--- src/logic/ifd_pkg.sv ---
/*
  Package for the input function decoder: function codes, register map,
  field positions, reset values and mode encodings.
  Assumes a 32-bit APB master and one synchronous clock.
*/
package ifd_pkg;
  localparam int IFD_NUM_IN = 8;
  localparam int IFD_CODE_W = 8;
  // Function codes held in each per-input selector
  localparam logic [7:0] FC_NONE = 8'h00;
  localparam logic [7:0] FC_VEL_TRQ = 8'h19;
  localparam logic [7:0] FC_IDX3 = 8'h1A;
  localparam logic [7:0] FC_IDX4 = 8'h1B;
  localparam logic [7:0] FC_CAP_A = 8'h1C;
  localparam logic [7:0] FC_CAP_B = 8'h1D;
  localparam logic [7:0] FC_TRQ_POS = 8'h20;
  localparam logic [7:0] FC_STOP_OFF = 8'h21;
  localparam logic [7:0] FC_NEG_LIM = 8'h22;
  localparam logic [7:0] FC_POS_LIM = 8'h23;
  localparam logic [7:0] FC_ORIGIN = 8'h24;
  localparam logic [7:0] FC_HOME = 8'h27;
  localparam logic [7:0] FC_PULSE_SPD = 8'h2C;
  localparam logic [7:0] FC_JOG_FWD = 8'h37;
  localparam logic [7:0] FC_JOG_BWD = 8'h38;
  localparam logic [7:0] FC_ADVANCE = 8'h39;
  localparam logic [7:0] FC_RETREAT = 8'h40;
  // Inputs allowed to carry the capture codes (zero based)
  localparam int CAP_A_INPUT = 6;
  localparam int CAP_B_INPUT = 5;
  // Register byte offsets
  localparam logic [7:0] OFS_SEL_LO = 8'h00;
  localparam logic [7:0] OFS_SEL_HI = 8'h04;
  localparam logic [7:0] OFS_CONFIG = 8'h08;
  localparam logic [7:0] OFS_STATUS = 8'h0C;
  localparam logic [7:0] OFS_IRQ_STAT = 8'h10;
  localparam logic [7:0] OFS_IRQ_MASK = 8'h14;
  localparam logic [7:0] OFS_LEVELS = 8'h18;
  // Config field positions
  localparam int CFG_POS_MODE = 0; // 0 pulse following, 1 sequence
  localparam int CFG_PULSE_HS = 1; // pulse type setting: high speed
  localparam int CFG_DIR_INV = 2; // 0 = default direction
  localparam int CFG_W = 3;
  localparam logic [31:0] CFG_RST = 32'h0000_0000;
  localparam logic [31:0] SEL_RST = 32'h0000_0000;
  // Interrupt event bit positions
  localparam int EV_NEG_LIM = 0;
  localparam int EV_POS_LIM = 1;
  localparam int EV_CAP_A = 2;
  localparam int EV_CAP_B = 3;
  localparam int EV_STOP_OFF = 4;
  localparam int EV_W = 5;
  localparam logic [EV_W-1:0] EV_RST = 5'h00;
  typedef enum logic [1:0] {MODE_VEL, MODE_TRQ, MODE_PULSE, MODE_SEQ} ifd_mode_t;
  typedef enum logic [1:0] {JOG_NONE, JOG_POS, JOG_NEG} ifd_jog_t;
endpackage

--- src/logic/ifd_top.sv ---
/*
  Input function decoder: eight digital inputs, each with a function code
  selector, decoded into requests for the motion core. APB register slave,
  sticky event flags cleared on read, masked level interrupt.
  Register map, byte offsets: 00 selectors of inputs 0 to 3, a byte each;
  04 selectors of inputs 4 to 7; 08 config (bit 0 sequence mode, bit 1
  high-speed pulse type, bit 2 inverted jog); 0C decoded status;
  10 event flags, cleared by a read; 14 event mask; 18 input levels.
  Events: 0 negative limit, 1 positive limit, 2 capture A, 3 capture B,
  4 stop with power-off; each is set by the rise of its request.
  Assumes inputs are synchronous to sys_clk_i and a 32-bit APB master.
*/
// Function
// Code 19h: off velocity, on torque
// Codes 1Ah/1Bh give index bits 3,4
// Code 1Ch capture A, seventh input only
// Code 1Dh capture B, sixth input only
// Code 20h: off torque, on configured position
// Code 21h: halt ramp then power off
// Code 22h negative limit, alert, ramp
// Code 23h positive limit, alert, ramp
// Code 24h is homing reference switch
// Code 27h starts move to home
// Code 2Ch selects high-speed pulse reception
// Code 37h jogs positive by default
// Code 38h jogs negative by default
// Code 39h starts next data set
// Code 40h starts previous data set
// One code selector per input drives requests
// Requests are levels; edges for single actions
`timescale 1ns/100ps
module ifd_top
  import ifd_pkg::*;
#(
  parameter int N = IFD_NUM_IN
)
(
  input wire logic sys_clk_i, // 25 MHz clock
  input wire logic rst_n_i, // Synchronous reset, active low
  input wire logic clk_en_i, // Freezes all state when low
  input wire logic [N-1:0] din_i, // Digital inputs, high = active
  input wire logic psel_i, // APB select
  input wire logic penable_i, // APB enable
  input wire logic pwrite_i, // APB write
  input wire logic [7:0] paddr_i, // APB byte address
  input wire logic [31:0] pwdata_i, // APB write data
  output logic [31:0] prdata_o, // APB read data
  output logic pready_o, // APB ready
  output logic pslverr_o, // APB error on unmapped address
  output logic irq_o, // Level interrupt
  output logic [1:0] op_mode_o, // ifd_mode_t requested mode
  output logic mode_forced_o, // A mode-switch input is assigned
  output logic [1:0] set_index_hi_o, // set_index_bit4, set_index_bit3
  output logic capture_trigger_a_o, // Capture channel A level
  output logic capture_trigger_b_o, // Capture channel B level
  output logic stop_and_power_off_o, // Decelerate with halt ramp
  output logic power_stage_off_o, // Disable power stage once stopped
  output logic neg_travel_limit_o, // Negative limit active
  output logic pos_travel_limit_o, // Positive limit active
  output logic origin_switch_o, // Homing reference switch level
  output logic return_to_origin_o, // Pulse: start move to home
  output logic pulse_speed_select_o, // 1 = high-speed pulses
  output logic [1:0] jog_o, // ifd_jog_t request level
  output logic set_advance_o, // Pulse: start next data set
  output logic set_retreat_o, // Pulse: start previous data set
  input wire logic motor_stopped_i // Motion core reports standstill
);
  localparam int NE = 3; // Edge-detected functions: home, advance, retreat

  typedef struct packed
  {
    // Software-visible registers
    logic [N*IFD_CODE_W-1:0] sel;
    logic [CFG_W-1:0] cfg;
    // Sticky event flags and their mask
    logic [EV_W-1:0] ev_stat;
    logic [EV_W-1:0] ev_mask;
    // Last event levels, for rise detection
    logic [EV_W-1:0] lvl_prev;
    // APB answer, registered so outputs come from flops
    logic [31:0] prdata;
    logic pready;
    logic pslverr;
    logic irq;
    // Decoded requests to the motion core
    logic [1:0] mode;
    logic mode_forced;
    logic [1:0] idx_hi;
    logic cap_a;
    logic cap_b;
    logic stop_off;
    logic pwr_off;
    logic neg_lim;
    logic pos_lim;
    logic origin;
    logic home;
    logic pspeed;
    logic [1:0] jog;
    logic adv;
    logic ret;
  } ifd_st_t;

  ifd_st_t st_r;
  ifd_st_t st_nxt;

  // Per-function decode results
  logic f_vt, f_tp, f_i3, f_i4, f_ca, f_cb, f_so, f_nl, f_pl, f_og;
  logic f_hm, f_ps, f_jf, f_jb, f_ad, f_rt;
  logic any_vt, any_tp, any_ps;
  logic [NE-1:0] lvl_vec;
  logic [NE-1:0] rise_vec;

  // Mask of inputs allowed for a code
  function automatic logic [N-1:0] only_input(input int k);
    logic [N-1:0] m;
    m = '0;
    m[k] = 1'b1;
    return m;
  endfunction

  // Whether any input carries the code, regardless of level
  function automatic logic assigned(input logic [N*IFD_CODE_W-1:0] s,
                                    input logic [IFD_CODE_W-1:0] c);
    logic a;
    a = 1'b0;
    for (int i = 0; i < N; i++)
    begin
      if (s[i*IFD_CODE_W +: IFD_CODE_W] == c)
        a = 1'b1;
    end
    return a;
  endfunction

  // Codes that any input may carry
  localparam logic [N-1:0] ALL_IN = '1;

  // Mode switching inputs
  ifd_sel #(.N(N)) u_vt (.codes_i(st_r.sel), .level_i(din_i), .code_i(FC_VEL_TRQ),
    .allow_i(ALL_IN), .hit_o(f_vt));
  ifd_sel #(.N(N)) u_tp (.codes_i(st_r.sel), .level_i(din_i), .code_i(FC_TRQ_POS),
    .allow_i(ALL_IN), .hit_o(f_tp));

  // Upper data set index bits
  ifd_sel #(.N(N)) u_i3 (.codes_i(st_r.sel), .level_i(din_i), .code_i(FC_IDX3),
    .allow_i(ALL_IN), .hit_o(f_i3));
  ifd_sel #(.N(N)) u_i4 (.codes_i(st_r.sel), .level_i(din_i), .code_i(FC_IDX4),
    .allow_i(ALL_IN), .hit_o(f_i4));

  // Capture codes work on one input each; elsewhere they are inert
  ifd_sel #(.N(N)) u_ca (.codes_i(st_r.sel), .level_i(din_i), .code_i(FC_CAP_A),
    .allow_i(only_input(CAP_A_INPUT)), .hit_o(f_ca));
  ifd_sel #(.N(N)) u_cb (.codes_i(st_r.sel), .level_i(din_i), .code_i(FC_CAP_B),
    .allow_i(only_input(CAP_B_INPUT)), .hit_o(f_cb));

  // Stop and travel limits
  ifd_sel #(.N(N)) u_so (.codes_i(st_r.sel), .level_i(din_i), .code_i(FC_STOP_OFF),
    .allow_i(ALL_IN), .hit_o(f_so));
  ifd_sel #(.N(N)) u_nl (.codes_i(st_r.sel), .level_i(din_i), .code_i(FC_NEG_LIM),
    .allow_i(ALL_IN), .hit_o(f_nl));
  ifd_sel #(.N(N)) u_pl (.codes_i(st_r.sel), .level_i(din_i), .code_i(FC_POS_LIM),
    .allow_i(ALL_IN), .hit_o(f_pl));

  // Homing
  ifd_sel #(.N(N)) u_og (.codes_i(st_r.sel), .level_i(din_i), .code_i(FC_ORIGIN),
    .allow_i(ALL_IN), .hit_o(f_og));
  ifd_sel #(.N(N)) u_hm (.codes_i(st_r.sel), .level_i(din_i), .code_i(FC_HOME),
    .allow_i(ALL_IN), .hit_o(f_hm));

  // Pulse type and jogging
  ifd_sel #(.N(N)) u_ps (.codes_i(st_r.sel), .level_i(din_i), .code_i(FC_PULSE_SPD),
    .allow_i(ALL_IN), .hit_o(f_ps));
  ifd_sel #(.N(N)) u_jf (.codes_i(st_r.sel), .level_i(din_i), .code_i(FC_JOG_FWD),
    .allow_i(ALL_IN), .hit_o(f_jf));
  ifd_sel #(.N(N)) u_jb (.codes_i(st_r.sel), .level_i(din_i), .code_i(FC_JOG_BWD),
    .allow_i(ALL_IN), .hit_o(f_jb));

  // Data set stepping
  ifd_sel #(.N(N)) u_ad (.codes_i(st_r.sel), .level_i(din_i), .code_i(FC_ADVANCE),
    .allow_i(ALL_IN), .hit_o(f_ad));
  ifd_sel #(.N(N)) u_rt (.codes_i(st_r.sel), .level_i(din_i), .code_i(FC_RETREAT),
    .allow_i(ALL_IN), .hit_o(f_rt));

  // Mode-switch inputs only steer the mode when one is assigned
  assign any_vt = assigned(st_r.sel, FC_VEL_TRQ);
  assign any_tp = assigned(st_r.sel, FC_TRQ_POS);
  assign any_ps = assigned(st_r.sel, FC_PULSE_SPD);

  // Single-action starts need an edge; the rest stay levels, since
  // the motion core must see a held limit or stop while it lasts
  assign lvl_vec = {f_rt, f_ad, f_hm};
  ifd_edge #(.W(NE)) u_edge (
    .sys_clk_i(sys_clk_i),
    .rst_n_i(rst_n_i),
    .clk_en_i(clk_en_i),
    .level_i(lvl_vec),
    .rise_o(rise_vec)
  );

  // Next-state logic: decoding, APB slave, events
  always_comb
  begin
    logic [EV_W-1:0] lvl;
    logic [EV_W-1:0] ev_rise;
    logic rd_stat;
    logic [1:0] pos_mode;
    st_nxt = st_r;
    // Event levels; the rise of any one sets its flag
    lvl = '0;
    lvl[EV_NEG_LIM] = f_nl;
    lvl[EV_POS_LIM] = f_pl;
    lvl[EV_CAP_A] = f_ca;
    lvl[EV_CAP_B] = f_cb;
    lvl[EV_STOP_OFF] = f_so;
    ev_rise = lvl & ~st_r.lvl_prev;
    st_nxt.lvl_prev = lvl;
    rd_stat = 1'b0;
    // Position mode that the config names
    pos_mode = st_r.cfg[CFG_POS_MODE] ? MODE_SEQ : MODE_PULSE;

    // Operating mode: torque-position switch takes precedence
    st_nxt.mode_forced = any_vt | any_tp;
    if (any_tp)
      st_nxt.mode = f_tp ? pos_mode : MODE_TRQ;
    else if (any_vt)
      st_nxt.mode = f_vt ? MODE_TRQ : MODE_VEL;
    else
      st_nxt.mode = pos_mode;

    // Level requests follow their inputs one edge late
    st_nxt.idx_hi = {f_i4, f_i3};
    st_nxt.cap_a = f_ca;
    st_nxt.cap_b = f_cb;
    // Power stage goes off only after standstill while the request holds
    st_nxt.stop_off = f_so;
    st_nxt.pwr_off = f_so & (st_r.pwr_off | motor_stopped_i);
    st_nxt.neg_lim = f_nl;
    st_nxt.pos_lim = f_pl;
    st_nxt.origin = f_og;
    // Home start is a one-cycle pulse on the rising request
    st_nxt.home = rise_vec[0];
    // Input overrides the configured pulse type when assigned
    st_nxt.pspeed = any_ps ? f_ps : st_r.cfg[CFG_PULSE_HS];
    // Both jog inputs at once cancel each other
    if (f_jf && !f_jb)
      st_nxt.jog = st_r.cfg[CFG_DIR_INV] ? JOG_NEG : JOG_POS;
    else if (f_jb && !f_jf)
      st_nxt.jog = st_r.cfg[CFG_DIR_INV] ? JOG_POS : JOG_NEG;
    else
      st_nxt.jog = JOG_NONE;

    // Steps mean nothing outside sequence mode, so they are dropped there
    st_nxt.adv = rise_vec[1] & (st_r.mode == MODE_SEQ);
    st_nxt.ret = rise_vec[2] & (st_r.mode == MODE_SEQ);

    // APB slave: answers in the access cycle after setup
    st_nxt.pready = 1'b0;
    st_nxt.pslverr = 1'b0;
    if (psel_i && !penable_i)
    begin
      st_nxt.pready = 1'b1;
      // Read data is taken at setup, so it stands in the access cycle
      st_nxt.prdata = '0;
      case (paddr_i)
        OFS_SEL_LO: st_nxt.prdata = st_r.sel[31:0];
        OFS_SEL_HI: st_nxt.prdata = st_r.sel[63:32];
        OFS_CONFIG: st_nxt.prdata[CFG_W-1:0] = st_r.cfg;
        OFS_STATUS: st_nxt.prdata[12:0] = {st_r.jog, st_r.pspeed, st_r.pwr_off,
          st_r.stop_off, st_r.origin, st_r.pos_lim, st_r.neg_lim, st_r.cap_b,
          st_r.cap_a, st_r.idx_hi, st_r.mode[0]};
        OFS_IRQ_STAT: st_nxt.prdata[EV_W-1:0] = st_r.ev_stat;
        OFS_IRQ_MASK: st_nxt.prdata[EV_W-1:0] = st_r.ev_mask;
        OFS_LEVELS: st_nxt.prdata[N-1:0] = din_i;
        // Unmapped: error answer, nothing changes
        default: st_nxt.pslverr = 1'b1;
      endcase
    end

    // Access edge: a write lands, a flag read clears
    if (psel_i && penable_i && st_r.pready)
    begin
      if (pwrite_i)
      begin
        case (paddr_i)
          OFS_SEL_LO: st_nxt.sel[31:0] = pwdata_i;
          OFS_SEL_HI: st_nxt.sel[63:32] = pwdata_i;
          OFS_CONFIG: st_nxt.cfg = pwdata_i[CFG_W-1:0];
          OFS_IRQ_MASK: st_nxt.ev_mask = pwdata_i[EV_W-1:0];
          default: ;
        endcase
      end
      else if (paddr_i == OFS_IRQ_STAT)
        rd_stat = 1'b1;
    end

    // Read clears, but a new event in the same cycle survives
    st_nxt.ev_stat = (rd_stat ? '0 : st_r.ev_stat) | ev_rise;
    st_nxt.irq = |(st_nxt.ev_stat & st_nxt.ev_mask);
  end

  // State register; a low enable freezes all but reset
  always_ff @(posedge sys_clk_i)
  begin
    if (!rst_n_i)
    begin
      st_r <= '0;
      st_r.sel <= {N{SEL_RST[IFD_CODE_W-1:0]}}; // Same byte in every selector
      st_r.cfg <= CFG_RST[CFG_W-1:0];
      st_r.ev_stat <= EV_RST;
      st_r.ev_mask <= EV_RST;
    end
    else if (clk_en_i)
      st_r <= st_nxt;
  end

  // Outputs straight from the state register
  assign prdata_o = st_r.prdata;
  assign pready_o = st_r.pready;
  assign pslverr_o = st_r.pslverr;
  assign irq_o = st_r.irq;

  // Mode and data set index
  assign op_mode_o = st_r.mode;
  assign mode_forced_o = st_r.mode_forced;
  assign set_index_hi_o = st_r.idx_hi;

  // Capture, stop and protection levels
  assign capture_trigger_a_o = st_r.cap_a;
  assign capture_trigger_b_o = st_r.cap_b;
  assign stop_and_power_off_o = st_r.stop_off;
  assign power_stage_off_o = st_r.pwr_off;
  assign neg_travel_limit_o = st_r.neg_lim;
  assign pos_travel_limit_o = st_r.pos_lim;

  // Homing, pulse type and motion starts
  assign origin_switch_o = st_r.origin;
  assign return_to_origin_o = st_r.home;
  assign pulse_speed_select_o = st_r.pspeed;
  assign jog_o = st_r.jog;
  assign set_advance_o = st_r.adv;
  assign set_retreat_o = st_r.ret;
endmodule

--- src/logic/ifd_edge.sv ---
/*
  Rising-edge detector for a vector of request levels.
  Assumes levels are already synchronous to sys_clk_i.
*/
`timescale 1ns/100ps
module ifd_edge
  import ifd_pkg::*;
#(
  parameter int W = 8
)
(
  input wire logic sys_clk_i, // System clock
  input wire logic rst_n_i, // Synchronous reset, active low
  input wire logic clk_en_i, // Clock enable
  input wire logic [W-1:0] level_i, // Request levels
  output logic [W-1:0] rise_o // One-cycle pulse on rise
);
  typedef struct packed
  {
    logic [W-1:0] prev;
  } ifd_edge_st_t;
  ifd_edge_st_t st_r;
  ifd_edge_st_t st_nxt;

  // Remember last level
  always_comb
  begin
    st_nxt = st_r;
    st_nxt.prev = level_i;
  end

  always_ff @(posedge sys_clk_i)
  begin
    if (!rst_n_i)
      st_r <= '0;
    else if (clk_en_i)
      st_r <= st_nxt;
  end

  // Combinational: the top registers these pulses
  assign rise_o = level_i & ~st_r.prev;
endmodule

--- src/logic/ifd_sel.sv ---
/*
  Function selector: ORs the levels of all allowed inputs whose code matches.
  Assumes codes and levels are stable within the cycle.
*/
`timescale 1ns/100ps
module ifd_sel
  import ifd_pkg::*;
#(
  parameter int N = IFD_NUM_IN
)
(
  input wire logic [N*IFD_CODE_W-1:0] codes_i, // Packed selectors
  input wire logic [N-1:0] level_i, // Input levels
  input wire logic [IFD_CODE_W-1:0] code_i, // Code sought
  input wire logic [N-1:0] allow_i, // Inputs allowed for this code
  output logic hit_o // Some allowed input assigned and active
);
  // Scan every input for the code
  always_comb
  begin
    hit_o = 1'b0;
    for (int i = 0; i < N; i++)
    begin
      if (allow_i[i] && codes_i[i*IFD_CODE_W +: IFD_CODE_W] == code_i && level_i[i])
        hit_o = 1'b1;
    end
  end
endmodule

--- config.mk ---
export PLATFORM = sky130hd
export DESIGN_NAME = ifd_top
export DESIGN_NICKNAME = d
export VERILOG_FILES = /design/src/logic/ifd_pkg.sv /design/src/logic/ifd_top.sv /design/src/logic/ifd_edge.sv /design/src/logic/ifd_sel.sv
export SDC_FILE = /design/constraint.sdc
export NUM_CORES = 1
export LEC_CHECK = 0
export BUFFER_PORTS_ARGS = -buffer_cell sky130_fd_sc_hd__buf_4
export CAP_MARGIN = 25
export CORE_ASPECT_RATIO = 1.25
export CORE_UTILIZATION = 24
export DETAILED_ROUTE_END_ITERATION = 10
export SETUP_SLACK_MARGIN = 0.02
export SLEW_MARGIN = 20
export SYNTH_ARGS = -nofsm -noshare
export SYNTH_HDL_FRONTEND = slang
export SYNTH_SLANG_ARGS = --single-unit
--- constraint.sdc ---
create_clock -name sys_clk_i -period 1.8 [get_ports sys_clk_i]
set_input_delay 0.09 -clock sys_clk_i [delete_from_list [all_inputs] [get_ports sys_clk_i]]
set_output_delay 0.09 -clock sys_clk_i [all_outputs]
set_load 0.01 [all_outputs]
==> flow_summary.ini <==
[pwr]
ir_drop_v = 0.000684
p_clk_share_pct = 47.7
cellPowerDensity_nw_per_um2 = 551
combPwrFrac_pct = 9.0
sw_frac_of_total_pct = 23.7
internal_power_uw = 5310
leakagePower_uw = 0.00509
power.share.sequential_pct = 43.3
switching_power_uw = 1650

[logic_synthesis]
seq_area_frac_synth_pct = 33.7
synth_top_area_share_pct = 33.7
avgSynthCellArea_sq_um = 7.82
async_flop_share_pct = 0
yosysWarningCount = 0
synthCells = 1009
syn_area_sq_um = 7890
ys_top_cells_by_area = dfxtp_1 34%, nand2_1 9.2%, a21boi_1 5.8%
synth.distinct_cells = 73
yosysTopAreaCell = dfxtp_1
synth_edf_count = 0
synth_most_common_cell = nand2_1
synth_common_cells = 194 x nand2_1, 133 x dfxtp_1, 63 x nor2_1, 61 x a21boi_1, 56 x clkbuf_1
synth_top_flop_cell = dfxtp_1
ys_ff_latch = 133
syn_nets = 1064

[cells_and_area]
n_fill_cell = 3270
fin_nets = 1385
drive_gt1_share_pct = 42.8
diodes = 0
area_growth_pct = 60.1
final_area_sq_um = 12600
utilization_pct = 39.4

[grt]
gr-total-overflow = 0
grt_use_met1_pct = 24.9
grt_pass1_vias = 8929
met3_usage_pct = 3.66
grt_pass1_wl_mm = 54.5
grtUsageTotal_pct = 22.2
grt_max_degree = 134
top_usage_layer = met2
grt_use_met2_pct = 39.2
antenna_found_initial = 2

[worst_setup_path]
crit_fanout = 3
r2r_start = st_r[93]
startpoint = st_r[93]
end_kind = flop
arrival_ps = 2410
start_kind = flop
path_class = reg -> reg
crit_required_ps = 2130

[clock_tree]
cts.sinks = 133
cts_inserted_buffers = 17
clkLatencyLatePin_ps = 450
clockRootBuffer = clkbuf_16
cts.clk_slew.worst_paths_ps = 60
cts_tree = done
cts_buffer_depth = 2
h-tree-depth = 4

[placed_design]
gp_congestion = 1.05
place_hpwl_mm = 28.7
dpl_cell_area_sq_um = 10700
place_ws_ps = -397
port_buffers = 107

[timing]
max_freq_mhz = 482
rsz0062_at_grt = true
min_period_over_period_pct = 115
clock_skew_ps = 10.6
setup_viol = 14
hold_viol = 0
timing.slew.headroom_pct = 58.7
maxSlewViolCount = 0
worst_slack_ps = -277
finalCriticalPeriod_ps = 2080
tightest_slew_ps = 619

[detailed_routing]
drt_iter0_markers = 733
routed_wl_mm = 36.6
wl_per_cell_microns = 20.9
ant_nets = 0
vias_per_cell = 5.18
dr.pass1.iters = 5
drc = 0
vias = 9072

[hold_path]
hp-class = in -> reg
worstHoldStart = din_i[0]

[run]
maxCapViolations = 0

[outcome]
outcome = finished with violations
violations = setup timing

[floorplan]
fp.coreArea_sq_um = 32100
die-area_sq_um = 33600
die_y_microns = 205
rows = 73
io_pins = 108
fp.dieW_microns = 164
start_util_pct = 24.6
-- timing repair --
action | in CTS | in global routing
buffers inserted | 12 | 14
pin swaps | 44 | 33
resized for setup | 122 | 90
hold endpoints to repair | 74 | 0
setup endpoints to repair | 27 | 26
hold buffers | 34 | 0
-- layer usage --
layer | routed length, microns | up-vias | part of all wire (%)
met4 | 1930 | 2 | 5.3
met3 | 1830 | 89 | 5.0
met1 | 14300 | 4402 | 39
met5 | 13 | - | 0.036
li1 | - | 4255 | -
met2 | 18500 | 324 | 51
-- cells in the final DEF, fill, tap and decap left out, types with 7 or more instances in the layout --
master,Yosys,routed
a21boi_0,10,10
nand4_1,21,21
nand4b_1,10,10
nor4_4,0,9
nor3_1,21,13
a22oi_1,14,10
o21ai_0,19,15
a21oi_1,26,24
nor2_1,63,53
buf_12,0,8
o22ai_1,11,9
nand2_1,194,185
nor3b_1,30,22
dfxtp_2,0,34
a21boi_1,61,60
dlygate4sd3_1,0,34
nand2_2,1,8
a221oi_1,23,23
and3_1,7,7
buf_4,38,348
clkbuf_16,0,17
dfxtp_4,0,7
and2_1,13,11
inv_1,13,13
nor4b_4,2,8
nand3_1,43,34
o211a_1,8,8
dfxtp_1,133,92
buf_6,0,23
mux2i_1,18,15
nor2b_1,30,29
-- critical path, cell delays in order (launching register included) --
cell	delay (ps)
dfxtp_2	330
buf_6	110
or3b_4	400
or4b_4	520
nand4_1	150
a2111oi_4	80
and2_4	160
mux2i_1	120
a21oi_1	80
-- cell families after synthesis --
logic type                share of synthesized area, %
muxes                                             3.14
buffers and inverters                             8.06
AOI/OAI and AO/OA                                 20.0
and+or+nand+nor                                   35.0
DFF                                               33.7
xor gates and xnor gates                         0.111
-- final timing paths --
check	endpoint	slack, ps	cells after the start
setup / recovery	jog_o[1]	-280	8
hold / removal	prdata_o[0]	50	3
setup reg to reg	jog_o[1]	-280	8
hold reg to reg	prdata_o[9]	460	2
-- flip-flops by register name (all words and copies together), names as in the netlist --
| signal | count |
|---|---|
| irq_o | 1 |
| jog_o | 2 |
| mode_forced_o | 1 |
| op_mode_o | 2 |
| origin_switch_o | 1 |
| power_stage_off_o | 1 |
| prdata_o | 32 |
| pready_o | 1 |
| pslverr_o | 1 |
| pulse_speed_select_o | 1 |
| return_to_origin_o | 1 |
| set_advance_o | 1 |
| set_index_hi_o | 2 |
| set_retreat_o | 1 |
| st_r | 82 |
| u_edge.st_r | 3 |
-- through the flow --
stage                     TNS, ps  instances  hold WS [ps]  power [uW]
after CTS                   -1900       1740          2.67        7030
after global placement     -24140       1668           329        3640
final                       -1630       1752          48.6        6960
after floorplan             -97.4       1009           217        3340
after detailed placement   -23830       1668           335        3640
after global routing        -2960       1752          43.1        7200
-- area by class of cell --
class,instances,area [sq um],area share [%]
sequential,133,2730,21.6
inverter,14,52.6,0.416
clock buffer,25,495,3.92
multi-input combinational,750,5400,42.8
tap,412,515,4.08
timing repair buffer,414,3390,26.8
clock inverter,4,47.5,0.376
-- power by group through the flow --
stage / combinational [uW] / sequential, uW / clock [uW]
after floorplan: 264 / 3080 / 0
after global placement: 549 / 3090 / 0
after detailed placement: 554 / 3090 / 0
after CTS: 621 / 3020 / 3400
after global routing: 671 / 3020 / 3510
final: 629 / 3020 / 3320
Note: power is estimated with default switching activity, not from simulation.
